### src/pkg/clock_frequency_meter_pkg.sv
/*
  Constants shared by the clock frequency meter: register offsets, field
  positions, reset values, channel modes and measurement states.
  Assumes a 12-bit APB byte address and a 32-bit data path.
*/
package clock_frequency_meter_pkg;

  // bus geometry
  localparam int          ADDR_W            = 12;
  localparam int          DATA_W            = 32;
  localparam int          STRB_W            = 4;
  localparam int          WORD_SHIFT        = 2;

  // register byte offsets
  localparam logic [11:0] ADDR_CLOCK_SELECT = 12'h000;
  localparam logic [11:0] ADDR_RUN_LENGTH   = 12'h004;
  localparam logic [11:0] ADDR_CHANNEL_MODE = 12'h008;
  localparam logic [11:0] ADDR_MEAS_CONTROL = 12'h00C;
  localparam logic [11:0] ADDR_COUNT_BASE   = 12'h010;

  // clock_select fields
  localparam int          GROUP_LSB         = 0;
  localparam int          GROUP_W           = 3;
  localparam int          REF_SEL_BIT       = 4;
  localparam int          MON_CHAN_LSB      = 8;
  localparam int          MON_CHAN_W        = 3;
  localparam int          MON_EN_BIT        = 11;
  localparam logic [31:0] CLOCK_SELECT_MASK = 32'h0000_0F17;
  localparam logic [31:0] CLOCK_SELECT_RST  = 32'h0000_0000;

  // run_length
  localparam logic [31:0] RUN_LENGTH_RST    = 32'h0000_2710;

  // channel_mode: two bits per channel in the low half word
  localparam int          MODE_W            = 2;
  localparam logic [31:0] CHANNEL_MODE_MASK = 32'h0000_FFFF;
  localparam logic [31:0] CHANNEL_MODE_RST  = 32'h0000_0000;
  localparam logic [1:0]  MODE_DISABLED     = 2'h0;
  localparam logic [1:0]  MODE_FREQUENCY    = 2'h1;
  localparam logic [1:0]  MODE_RESERVED     = 2'h2;
  localparam logic [1:0]  MODE_TIME         = 2'h3;

  // measure_control
  localparam int          START_BIT         = 0;

  // reference sources
  localparam logic        REF_TCK           = 1'h0;
  localparam logic        REF_PLL           = 1'h1;

  // default map of wired group/channel inputs (groups B to F, two to five channels each)
  localparam logic [63:0] IMPL_MASK_DEFAULT = 64'h0000_0C1F_0F1F_1F00;

  // measurement sequencer
  typedef enum logic [1:0] {
    ST_IDLE  = 2'b00,
    ST_CLEAR = 2'b01,
    ST_RUN   = 2'b10,
    ST_DONE  = 2'b11
  } meas_state_e;

endpackage

### src/core/clock_frequency_meter.sv
/*
  Clock frequency and time meter with an APB register port.
  Holds the register file, the group multiplexer, the reference counter,
  the measurement sequencer and the clock monitor output.
  Assumes all measured and reference clocks are asynchronous to clk_i and
  are sampled through two flops, so only clocks below half of clk_i are
  counted faithfully.
  // Behaviour
  // - frequency mode clears, then counts over reference window
  // - time mode counts reference cycles while enable active
  // - one to eight channels, one to eight inputs
  // - byte-wide APB writes plus single-cycle access mode
  // - three-bit group field picks the clock group
  // - eight channels per group; unwired inputs ignored
  // - bit 4 picks reference: 0 TCK, 1 PLL
  // - bits 10:8 pick the monitored channel
  // - bit 11 enables the clock monitor output
  // - run length in reference cycles, resets to 10000
  // - two-bit mode per channel: off, frequency, time
  // - reserved mode reads zero count
  // - start bit set by software, cleared at completion
  // - counts hold results once start bit clears
*/
`timescale 1ns/1ps
module clock_frequency_meter #(
  parameter int          NUM_CHANNELS = 8,   // counters, 1 to 8
  parameter int          NUM_GROUPS   = 8,   // inputs per counter, 1 to 8
  parameter logic [63:0] IMPL_MASK    = clock_frequency_meter_pkg::IMPL_MASK_DEFAULT
) (
  // clock and reset
  input  wire logic                           clk_i,
  input  wire logic                           rst_i,
  // apb slave
  input  wire logic                           psel_i,
  input  wire logic                           penable_i,
  input  wire logic                           pwrite_i,
  input  wire logic [11:0]                    paddr_i,
  input  wire logic [31:0]                    pwdata_i,
  input  wire logic [3:0]                     pstrb_i,
  input  wire logic                           single_cycle_i,
  output logic [31:0]                         prdata_o,
  output logic                                pready_o,
  output logic                                pslverr_o,
  // clocks to measure, group-major
  input  wire logic [NUM_GROUPS*NUM_CHANNELS-1:0] meas_clk_i,
  // reference sources and external enable
  input  wire logic                           tck_i,
  input  wire logic                           pll_ref_i,
  input  wire logic                           time_enable_i,
  // monitor and status
  output logic                                monitor_clk_o,
  output logic                                busy_o
);

  localparam int GROUP_W_L = clock_frequency_meter_pkg::GROUP_W;

  // register file
  logic [31:0] clock_select_reg;    // group, reference and monitor choice
  logic [31:0] clock_select_next;
  logic [31:0] run_length_reg;      // window length in reference cycles
  logic [31:0] run_length_next;
  logic [31:0] channel_mode_reg;    // two mode bits per channel
  logic [31:0] channel_mode_next;

  // snapshot of the configuration taken at start
  logic [31:0] snap_select_reg;
  logic [31:0] snap_select_next;
  logic [31:0] snap_run_reg;
  logic [31:0] snap_run_next;
  logic [31:0] snap_mode_reg;
  logic [31:0] snap_mode_next;

  // bus response registers
  logic [31:0] prdata_reg;
  logic [31:0] prdata_next;
  logic        pready_reg;
  logic        pready_next;
  logic        pslverr_reg;
  logic        pslverr_next;

  // sequencer
  clock_frequency_meter_pkg::meas_state_e state_reg;
  clock_frequency_meter_pkg::meas_state_e state_next;
  logic [31:0] ref_count_reg;       // reference edges seen this run
  logic [31:0] ref_count_next;
  logic        busy_reg;            // reads back as the start bit
  logic        busy_next;
  logic        monitor_reg;
  logic        monitor_next;

  // decode and datapath nets
  logic        access;
  logic        wr_access;
  logic        addr_hit;
  logic [31:0] rdata;
  logic        start_req;
  logic [31:0] sel_eff;             // live config when idle, snapshot when busy
  logic [GROUP_W_L-1:0] group_eff;
  logic        ref_src;
  logic        ref_raw;
  logic        ref_rise;
  logic        time_en;
  logic        chan_clear;
  logic        chan_run;
  logic [NUM_CHANNELS-1:0] chan_raw;
  logic [NUM_CHANNELS-1:0] chan_level;
  logic [NUM_CHANNELS-1:0] chan_rise;
  logic [31:0] count_bus [NUM_CHANNELS];
  logic [11:0] count_off;
  logic [9:0]  count_idx;
  logic [2:0]  mon_chan;

  // merge a write under byte strobes, keeping only implemented bits
  function automatic logic [31:0] merge_strb(input logic [31:0] old_val, input logic [31:0] new_val,
                                             input logic [3:0] strb, input logic [31:0] mask);
    logic [31:0] res;
    res = old_val;
    for (int b = 0; b < 4; b++) begin
      if (strb[b]) begin
        res[b*8 +: 8] = new_val[b*8 +: 8];
      end
    end
    return res & mask;
  endfunction

  // apb access: classic setup/enable, or one cycle when single_cycle_i
  assign access    = psel_i && (penable_i || single_cycle_i) && !pready_reg;
  assign wr_access = access && pwrite_i;
  assign count_off = paddr_i - clock_frequency_meter_pkg::ADDR_COUNT_BASE;
  assign count_idx = count_off[11:clock_frequency_meter_pkg::WORD_SHIFT];

  // read mux and address decode; unmapped words read zero with an error
  always_comb begin
    rdata    = 32'h0000_0000;
    addr_hit = 1'h1;
    if (paddr_i == clock_frequency_meter_pkg::ADDR_CLOCK_SELECT) begin
      rdata = clock_select_reg;
    end else if (paddr_i == clock_frequency_meter_pkg::ADDR_RUN_LENGTH) begin
      rdata = run_length_reg;
    end else if (paddr_i == clock_frequency_meter_pkg::ADDR_CHANNEL_MODE) begin
      rdata = channel_mode_reg;
    end else if (paddr_i == clock_frequency_meter_pkg::ADDR_MEAS_CONTROL) begin
      rdata[clock_frequency_meter_pkg::START_BIT] = busy_reg;
    end else if (paddr_i >= clock_frequency_meter_pkg::ADDR_COUNT_BASE &&
                 paddr_i[1:0] == 2'h0 && int'(count_idx) < NUM_CHANNELS) begin
      rdata = count_bus[count_idx[2:0]]; // results of the last run
    end else begin
      addr_hit = 1'h0;
    end
  end

  // a start only takes effect when idle; writing zero never aborts
  assign start_req = wr_access && paddr_i == clock_frequency_meter_pkg::ADDR_MEAS_CONTROL &&
                     pstrb_i[0] && pwdata_i[clock_frequency_meter_pkg::START_BIT] &&
                     state_reg == clock_frequency_meter_pkg::ST_IDLE;

  // register file and bus response next values
  always_comb begin
    clock_select_next = clock_select_reg;
    run_length_next   = run_length_reg;
    channel_mode_next = channel_mode_reg;
    pready_next       = access;
    pslverr_next      = access && !addr_hit;
    prdata_next       = prdata_reg;
    if (access && !pwrite_i) begin
      prdata_next = rdata;
    end
    if (wr_access) begin
      // byte lanes honoured on every writable register
      if (paddr_i == clock_frequency_meter_pkg::ADDR_CLOCK_SELECT) begin
        clock_select_next = merge_strb(clock_select_reg, pwdata_i, pstrb_i,
                                       clock_frequency_meter_pkg::CLOCK_SELECT_MASK);
      end
      if (paddr_i == clock_frequency_meter_pkg::ADDR_RUN_LENGTH) begin
        run_length_next = merge_strb(run_length_reg, pwdata_i, pstrb_i, 32'hFFFF_FFFF);
      end
      if (paddr_i == clock_frequency_meter_pkg::ADDR_CHANNEL_MODE) begin
        channel_mode_next = merge_strb(channel_mode_reg, pwdata_i, pstrb_i,
                                       clock_frequency_meter_pkg::CHANNEL_MODE_MASK);
      end
    end
  end

  // register file and bus response registers
  always_ff @(posedge clk_i or posedge rst_i) begin
    if (rst_i) begin
      clock_select_reg <= clock_frequency_meter_pkg::CLOCK_SELECT_RST; // TCK reference
      run_length_reg   <= clock_frequency_meter_pkg::RUN_LENGTH_RST;
      channel_mode_reg <= clock_frequency_meter_pkg::CHANNEL_MODE_RST;
      pready_reg       <= 1'h0;
      pslverr_reg      <= 1'h0;
      prdata_reg       <= 32'h0000_0000;
    end else begin
      clock_select_reg <= clock_select_next;
      run_length_reg   <= run_length_next;
      channel_mode_reg <= channel_mode_next;
      pready_reg       <= pready_next;
      pslverr_reg      <= pslverr_next;
      prdata_reg       <= prdata_next;
    end
  end

  // while a run is active only the snapshot steers the datapath
  assign sel_eff   = busy_reg ? snap_select_reg : clock_select_reg;
  assign group_eff = sel_eff[clock_frequency_meter_pkg::GROUP_LSB +: GROUP_W_L];
  assign ref_src   = sel_eff[clock_frequency_meter_pkg::REF_SEL_BIT];
  assign mon_chan  = sel_eff[clock_frequency_meter_pkg::MON_CHAN_LSB +: clock_frequency_meter_pkg::MON_CHAN_W];

  // reference source mux ahead of its synchroniser
  assign ref_raw = (ref_src == clock_frequency_meter_pkg::REF_PLL) ? pll_ref_i : tck_i;

  edge_sync u_ref_sync (
    .clk_i   (clk_i),
    .rst_i   (rst_i),
    .async_i (ref_raw),
    .level_o (),
    .rise_o  (ref_rise)
  );

  edge_sync u_enable_sync (
    .clk_i   (clk_i),
    .rst_i   (rst_i),
    .async_i (time_enable_i),
    .level_o (time_en),
    .rise_o  ()
  );

  // counters are cleared in the clear state and run inside the window
  assign chan_clear = (state_reg == clock_frequency_meter_pkg::ST_CLEAR);
  assign chan_run   = (state_reg == clock_frequency_meter_pkg::ST_RUN) && (ref_count_reg < snap_run_reg);

  // one counter per channel, each fed by the chosen group's input
  for (genvar c = 0; c < NUM_CHANNELS; c++) begin : g_chan
    logic [NUM_GROUPS-1:0] col;   // this channel's input in every group
    for (genvar g = 0; g < NUM_GROUPS; g++) begin : g_grp
      // unwired group/channel slots are forced low
      assign col[g] = meas_clk_i[g*NUM_CHANNELS+c] & IMPL_MASK[g*NUM_CHANNELS+c];
    end
    assign chan_raw[c] = (int'(group_eff) < NUM_GROUPS) ? col[group_eff] : 1'h0;

    edge_sync u_meas_sync (
      .clk_i   (clk_i),
      .rst_i   (rst_i),
      .async_i (chan_raw[c]),
      .level_o (chan_level[c]),
      .rise_o  (chan_rise[c])
    );

    channel_counter u_counter (
      .clk_i       (clk_i),
      .rst_i       (rst_i),
      .clear_i     (chan_clear),
      .run_i       (chan_run),
      .mode_i      (snap_mode_reg[c*clock_frequency_meter_pkg::MODE_W +: clock_frequency_meter_pkg::MODE_W]),
      .meas_rise_i (chan_rise[c]),
      .ref_rise_i  (ref_rise),
      .time_en_i   (time_en),
      .count_o     (count_bus[c])
    );
  end

  // sequencer: snapshot on start, clear, run the window, then finish
  always_comb begin
    state_next      = state_reg;
    ref_count_next  = ref_count_reg;
    busy_next       = busy_reg;
    snap_select_next = snap_select_reg;
    snap_run_next   = snap_run_reg;
    snap_mode_next  = snap_mode_reg;
    unique case (state_reg)
      clock_frequency_meter_pkg::ST_IDLE: begin
        if (start_req) begin
          // configuration frozen here, later writes change only the live registers
          snap_select_next = clock_select_reg;
          snap_run_next    = run_length_reg;
          snap_mode_next   = channel_mode_reg;
          busy_next        = 1'h1; // start bit reads one
          state_next       = clock_frequency_meter_pkg::ST_CLEAR;
        end
      end
      clock_frequency_meter_pkg::ST_CLEAR: begin
        ref_count_next = 32'h0000_0000; // every counter cleared first
        state_next     = clock_frequency_meter_pkg::ST_RUN;
      end
      clock_frequency_meter_pkg::ST_RUN: begin
        // window closes on the programmed number of reference edges, counted from entry to run
        if (ref_count_reg >= snap_run_reg) begin
          state_next = clock_frequency_meter_pkg::ST_DONE;
        end else if (ref_rise) begin
          ref_count_next = ref_count_reg + 32'h0000_0001;
        end
      end
      clock_frequency_meter_pkg::ST_DONE: begin
        busy_next  = 1'h0; // start bit falls, counts now final
        state_next = clock_frequency_meter_pkg::ST_IDLE;
      end
    endcase
  end

  // sequencer registers
  always_ff @(posedge clk_i or posedge rst_i) begin
    if (rst_i) begin
      state_reg       <= clock_frequency_meter_pkg::ST_IDLE;
      ref_count_reg   <= 32'h0000_0000;
      busy_reg        <= 1'h0;
      snap_select_reg <= clock_frequency_meter_pkg::CLOCK_SELECT_RST;
      snap_run_reg    <= clock_frequency_meter_pkg::RUN_LENGTH_RST;
      snap_mode_reg   <= clock_frequency_meter_pkg::CHANNEL_MODE_RST;
    end else begin
      state_reg       <= state_next;
      ref_count_reg   <= ref_count_next;
      busy_reg        <= busy_next;
      snap_select_reg <= snap_select_next;
      snap_run_reg    <= snap_run_next;
      snap_mode_reg   <= snap_mode_next;
    end
  end

  // monitor copies the synchronised level, so it lags by three cycles
  always_comb begin
    monitor_next = 1'h0;
    if (sel_eff[clock_frequency_meter_pkg::MON_EN_BIT] && int'(mon_chan) < NUM_CHANNELS) begin
      monitor_next = chan_level[mon_chan];
    end
  end

  // monitor register
  always_ff @(posedge clk_i or posedge rst_i) begin
    if (rst_i) begin
      monitor_reg <= 1'h0;
    end else begin
      monitor_reg <= monitor_next;
    end
  end

  // outputs straight from flops
  assign prdata_o      = prdata_reg;
  assign pready_o      = pready_reg;
  assign pslverr_o     = pslverr_reg;
  assign monitor_clk_o = monitor_reg;
  assign busy_o        = busy_reg;

endmodule

### src/core/edge_sync.sv
/*
  Two-flop synchroniser with a rising-edge detector behind it.
  Assumes async_i may toggle at any time relative to clk_i; edges closer
  than two clk_i periods apart are merged.
*/
`timescale 1ns/1ps
module edge_sync (
  // clock and reset
  input  wire logic clk_i,
  input  wire logic rst_i,
  // asynchronous input
  input  wire logic async_i,
  // synchronised outputs
  output logic      level_o,
  output logic      rise_o
);

  logic meta_reg;   // first stage, read only by the second
  logic sync_reg;   // safe level
  logic prev_reg;   // delayed level for edge detect
  logic meta_next;
  logic sync_next;
  logic prev_next;

  // next values of the chain
  always_comb begin
    meta_next = async_i;
    sync_next = meta_reg;
    prev_next = sync_reg;
  end

  // register the chain
  always_ff @(posedge clk_i or posedge rst_i) begin
    if (rst_i) begin
      meta_reg <= 1'h0;
      sync_reg <= 1'h0;
      prev_reg <= 1'h0;
    end else begin
      meta_reg <= meta_next;
      sync_reg <= sync_next;
      prev_reg <= prev_next;
    end
  end

  assign level_o = sync_reg;
  assign rise_o  = sync_reg & ~prev_reg;

endmodule

### src/core/channel_counter.sv
/*
  One measurement channel counter.
  Assumes clear, run and the edge strobes come from the meter sequencer on
  the same clock; the count is held between measurements.
*/
`timescale 1ns/1ps
module channel_counter (
  // clock and reset
  input  wire logic        clk_i,
  input  wire logic        rst_i,
  // control from the sequencer
  input  wire logic        clear_i,
  input  wire logic        run_i,
  input  wire logic [1:0]  mode_i,
  // count events
  input  wire logic        meas_rise_i,
  input  wire logic        ref_rise_i,
  input  wire logic        time_en_i,
  // result
  output logic [31:0]      count_o
);

  logic [31:0] count_reg;   // accumulated count
  logic [31:0] count_next;

  // disabled and reserved modes never count, so they read back zero
  always_comb begin
    count_next = count_reg;
    if (clear_i) begin
      count_next = 32'h0000_0000;
    end else if (run_i) begin
      unique case (mode_i)
        clock_frequency_meter_pkg::MODE_FREQUENCY: begin
          // measured clock edges inside the reference window
          if (meas_rise_i) begin
            count_next = count_reg + 32'h0000_0001;
          end
        end
        clock_frequency_meter_pkg::MODE_TIME: begin
          // reference edges while the external enable is active
          if (ref_rise_i && time_en_i) begin
            count_next = count_reg + 32'h0000_0001;
          end
        end
        clock_frequency_meter_pkg::MODE_DISABLED,
        clock_frequency_meter_pkg::MODE_RESERVED: begin
          count_next = count_reg; // stays at the cleared zero
        end
      endcase
    end
  end

  // register the count
  always_ff @(posedge clk_i or posedge rst_i) begin
    if (rst_i) begin
      count_reg <= 32'h0000_0000;
    end else begin
      count_reg <= count_next;
    end
  end

  assign count_o = count_reg;

endmodule

### config.mk
export PLATFORM = sky130hd
export DESIGN_NAME = clock_frequency_meter
export DESIGN_NICKNAME = d
export VERILOG_FILES = /design/src/pkg/clock_frequency_meter_pkg.sv /design/src/core/clock_frequency_meter.sv /design/src/core/edge_sync.sv /design/src/core/channel_counter.sv
export SDC_FILE = /design/constraint.sdc
export NUM_CORES = 1
export LEC_CHECK = 0
export BUFFER_PORTS_ARGS = -buffer_cell sky130_fd_sc_hd__buf_4
export CAP_MARGIN = 20
export CORE_MARGIN = 3
export CORE_UTILIZATION = 62
export DETAILED_ROUTE_END_ITERATION = 12
export PLACE_DENSITY = 0.93
export SLEW_MARGIN = 20
export SYNTH_ARGS = -nofsm -noshare
export SYNTH_HDL_FRONTEND = slang
export SYNTH_SLANG_ARGS = --single-unit
### constraint.sdc
create_clock -name clk_i -period 20.1 [get_ports clk_i]
set_input_delay 4.02 -clock clk_i [delete_from_list [all_inputs] [get_ports clk_i]]
set_output_delay 4.02 -clock clk_i [all_outputs]
set_load 0.05 [all_outputs]
==> reports/metrics.yaml <==
run_status: "finished clean"
p_sw_share_pct: 27.6
tightest_slew_ns: 1.17
fin_ws_ns: 13.41
synth_edf_count: 0
syn_inst: 2517
antenna_found_initial: 4
synthArstFlopShare_pct: 100
drt_iter0_drc: 3651
postRouteAntennaNets: 0
worstSetupPathType: "in -> reg"
cts_buffers: 47
synthFlopType: "dfrtp_1"
ctsResizeCount: 0
top_layer: "met5"
yosys.area_share.xor_xnor_pct: 6.31
p_leak_nw: 11.8
postCtsSetupBuffers: 0
arrival_ns: 7.14
syn_area_per_cell_um2: 9.93
min_path_type: "reg -> reg"
maxCapViolations: 0
p_clk_share_pct: 44.8
hold_buffers: 0
synthMuxAreaShare_pct: 11.9
root_buffer: "clkbuf_16"
fin_crit_ns: 6.69
rsz0062_at_grt: "false"
fin_setup_tns_ns: 0
finalMaxSlewViolations: 0
setup_viol: 0
h-tree-depth: 2
synthAdderAreaFrac_pct: 2.35
final_common_cell: "dfrtp_1"
p_switching_mw: 0.616
core_region_area_mm2: 0.0393
place_worst_setup_slack_ns: 12.97
start_kind: "input pin"
insertion_delay_ns: 0.57
cp_max_fo: 15
cts.clk_slew.worst_paths_ns: 0.07
synthesis.area_mm2: 0.0250
fin_crit_sh_pct: 33.3
cp-end-kind: "flop"
combPwrFrac_pct: 13.3
place.gp.congestion: 0.952
wl_met1_um: 25400
ys_warn_count: 0
synth_compound_area_share_pct: 7.98
die_h_um: 207
die_area_mm2: 0.0428
die_w_um: 207
r2r_slack_ns: 15.73
largest_reg_flops: 256
cts_sinks: 458
maxClockFrequency_mhz: 149
p_seq_share_pct: 41.9
wirelength_um: 73600
grt_max_degree: 196
slew_headroom_pct: 22.1
p_int_mw: 1.62
track_usage_pct: 33.8
dr_total_vias: 21900
grt_pass1_vias: 21400
whs_ns: 0.346
drc_errors: 0
synth-seq-cells: 458
ys_types: 62
required_ns: 20.55
ys_seq_area_share_pct: 45.9
firstDrtPassIters: 7
syn2layout_area_growth_pct: 12.1
dpl.hpwl_um: 47800
wl_met3_um: 9120
fin_worst_skew_ns: 0.0136
wire_per_inst_um: 23.6
cts_max_path_buffers: 3
layout-drive-gt1-share_pct: 16.8
synth_top_family_by_area: "simple AND/OR/NAND/NOR gates"
io_pins: 157
p_per_area_mw_per_mm2: 79.6
grt_pass1_wl_um: 115000
viasPerCell: 7.04
nNetsFinal: 2725
hold_viol_final: 0
io_buffers: 113
synthSimpleGateAreaFrac_pct: 22.2
cts_tree: "yes"
ir_drop_v: 0.0000693
synth_fp_nets: 2685
nFillCells: 2370
fp-row-count: 72
mostFrequentLayoutCells: "dfrtp_1, nor2_1, nand2_1, xnor2_1, buf_4"
grt_overflow: 0
met2WireLength_um: 34600
start_util_pct: 63.6
per-stage QoR:
stage / std cells / util, % / power, mW / area, um2
2_1_floorplan: 2517 / - / 1.14 / 25000
3_3_place_gp: 3024 / 66.6 / 1.21 / 26200
3_5_place_dp: 3024 / 66.7 / 1.22 / 26200
4_1_cts: 3111 / 71.2 / 2.20 / 28000
5_1_grt: 3114 / 71.3 / 2.29 / 28000
6_report: 3116 / 71.4 / 2.23 / 28000
critical path, stage by stage:
cell	delay, ns
buf_4	0.11
nor4_1	0.43
nand4_1	0.64
or3_1	0.78
nor2_1	0.73
mux2_2	0.43
worst paths after layout:
path,end,cells past startpoint,from
min in group asynchronous,run_length_reg[22],2,rst_i
worst min register to register,u_ref_sync.level_o,0,u_ref_sync.meta_reg
worst max register to register,g_chan[7].u_counter.count_o[21],8,ref_count_reg[29]
worst max-delay path,run_length_reg[0],6,paddr_i[11]
max in group asynchronous,g_chan[4].u_counter.count_o[0],4,rst_i
worst min-delay path,u_ref_sync.level_o,0,u_ref_sync.meta_reg
power by group through the flow:
stage / registers [mW] / logic (mW) / clock network (mW)
detailed placement: 0.952 / 0.265 / 0
CTS: 0.935 / 0.267 / 1.00
global placement: 0.951 / 0.258 / 0
global route: 0.935 / 0.311 / 1.04
finish: 0.935 / 0.297 / 0.999
floorplan: 0.951 / 0.185 / 0
synthesized netlist by cell type (22+ instances only):
| library cell | n | area share, % |
|---|---|---|
| or4_1 | 32 | 0.96 |
| nand2_1 | 236 | 3.5 |
| nor4_1 | 62 | 1.6 |
| nor2_1 | 260 | 3.9 |
| a22oi_1 | 22 | 0.66 |
| or3_1 | 63 | 1.6 |
| nand4_1 | 67 | 1.7 |
| nor3_1 | 67 | 1.3 |
| clkbuf_1 | 112 | 1.7 |
| and4_1 | 26 | 0.91 |
| nand3_1 | 104 | 2.1 |
| buf_1 | 22 | 0.33 |
| mux2_2 | 119 | 5.4 |
| mux4_2 | 65 | 5.9 |
| nor4b_1 | 37 | 1.3 |
| inv_1 | 74 | 1.1 |
| o31ai_1 | 36 | 1.1 |
| dfrtp_1 | 448 | 45 |
| a21oi_1 | 107 | 2.1 |
| and3_1 | 40 | 1.0 |
| o21ai_0 | 118 | 2.4 |
| ha_1 | 47 | 2.4 |
| xnor2_1 | 175 | 6.1 |
layer usage:
| metal | track usage, % | vias up |
|---|---|---|
| met5 | 0 | - |
| met4 | 16.2 | 2 |
| met3 | 9.11 | 445 |
| met2 | 55.0 | 1661 |
| met1 | 42.4 | 10600 |
| li1 | - | 9190 |
final cells by class:
type	instances	area (um2)	area share, %
Multi-Input combinational cell	1841	12700	45.5
Sequential cell	458	11500	40.9
Clock buffer	65	1420	5.05
Timing Repair Buffer	134	1080	3.87
Tap cell	518	648	2.31
Clock inverter	22	365	1.30
Inverter	75	289	1.03
Antenna cell	3	7.51	0.0268
cell families after synthesis:
logic type,Yosys count
and+or+nand+nor,1074
DFF,458
AOI/OAI and AO/OA,339
buffers and inverters,218
muxes,201
xor gates and xnor gates,180
adders and majority gates,47
Power figures use the tool's default switching activity.
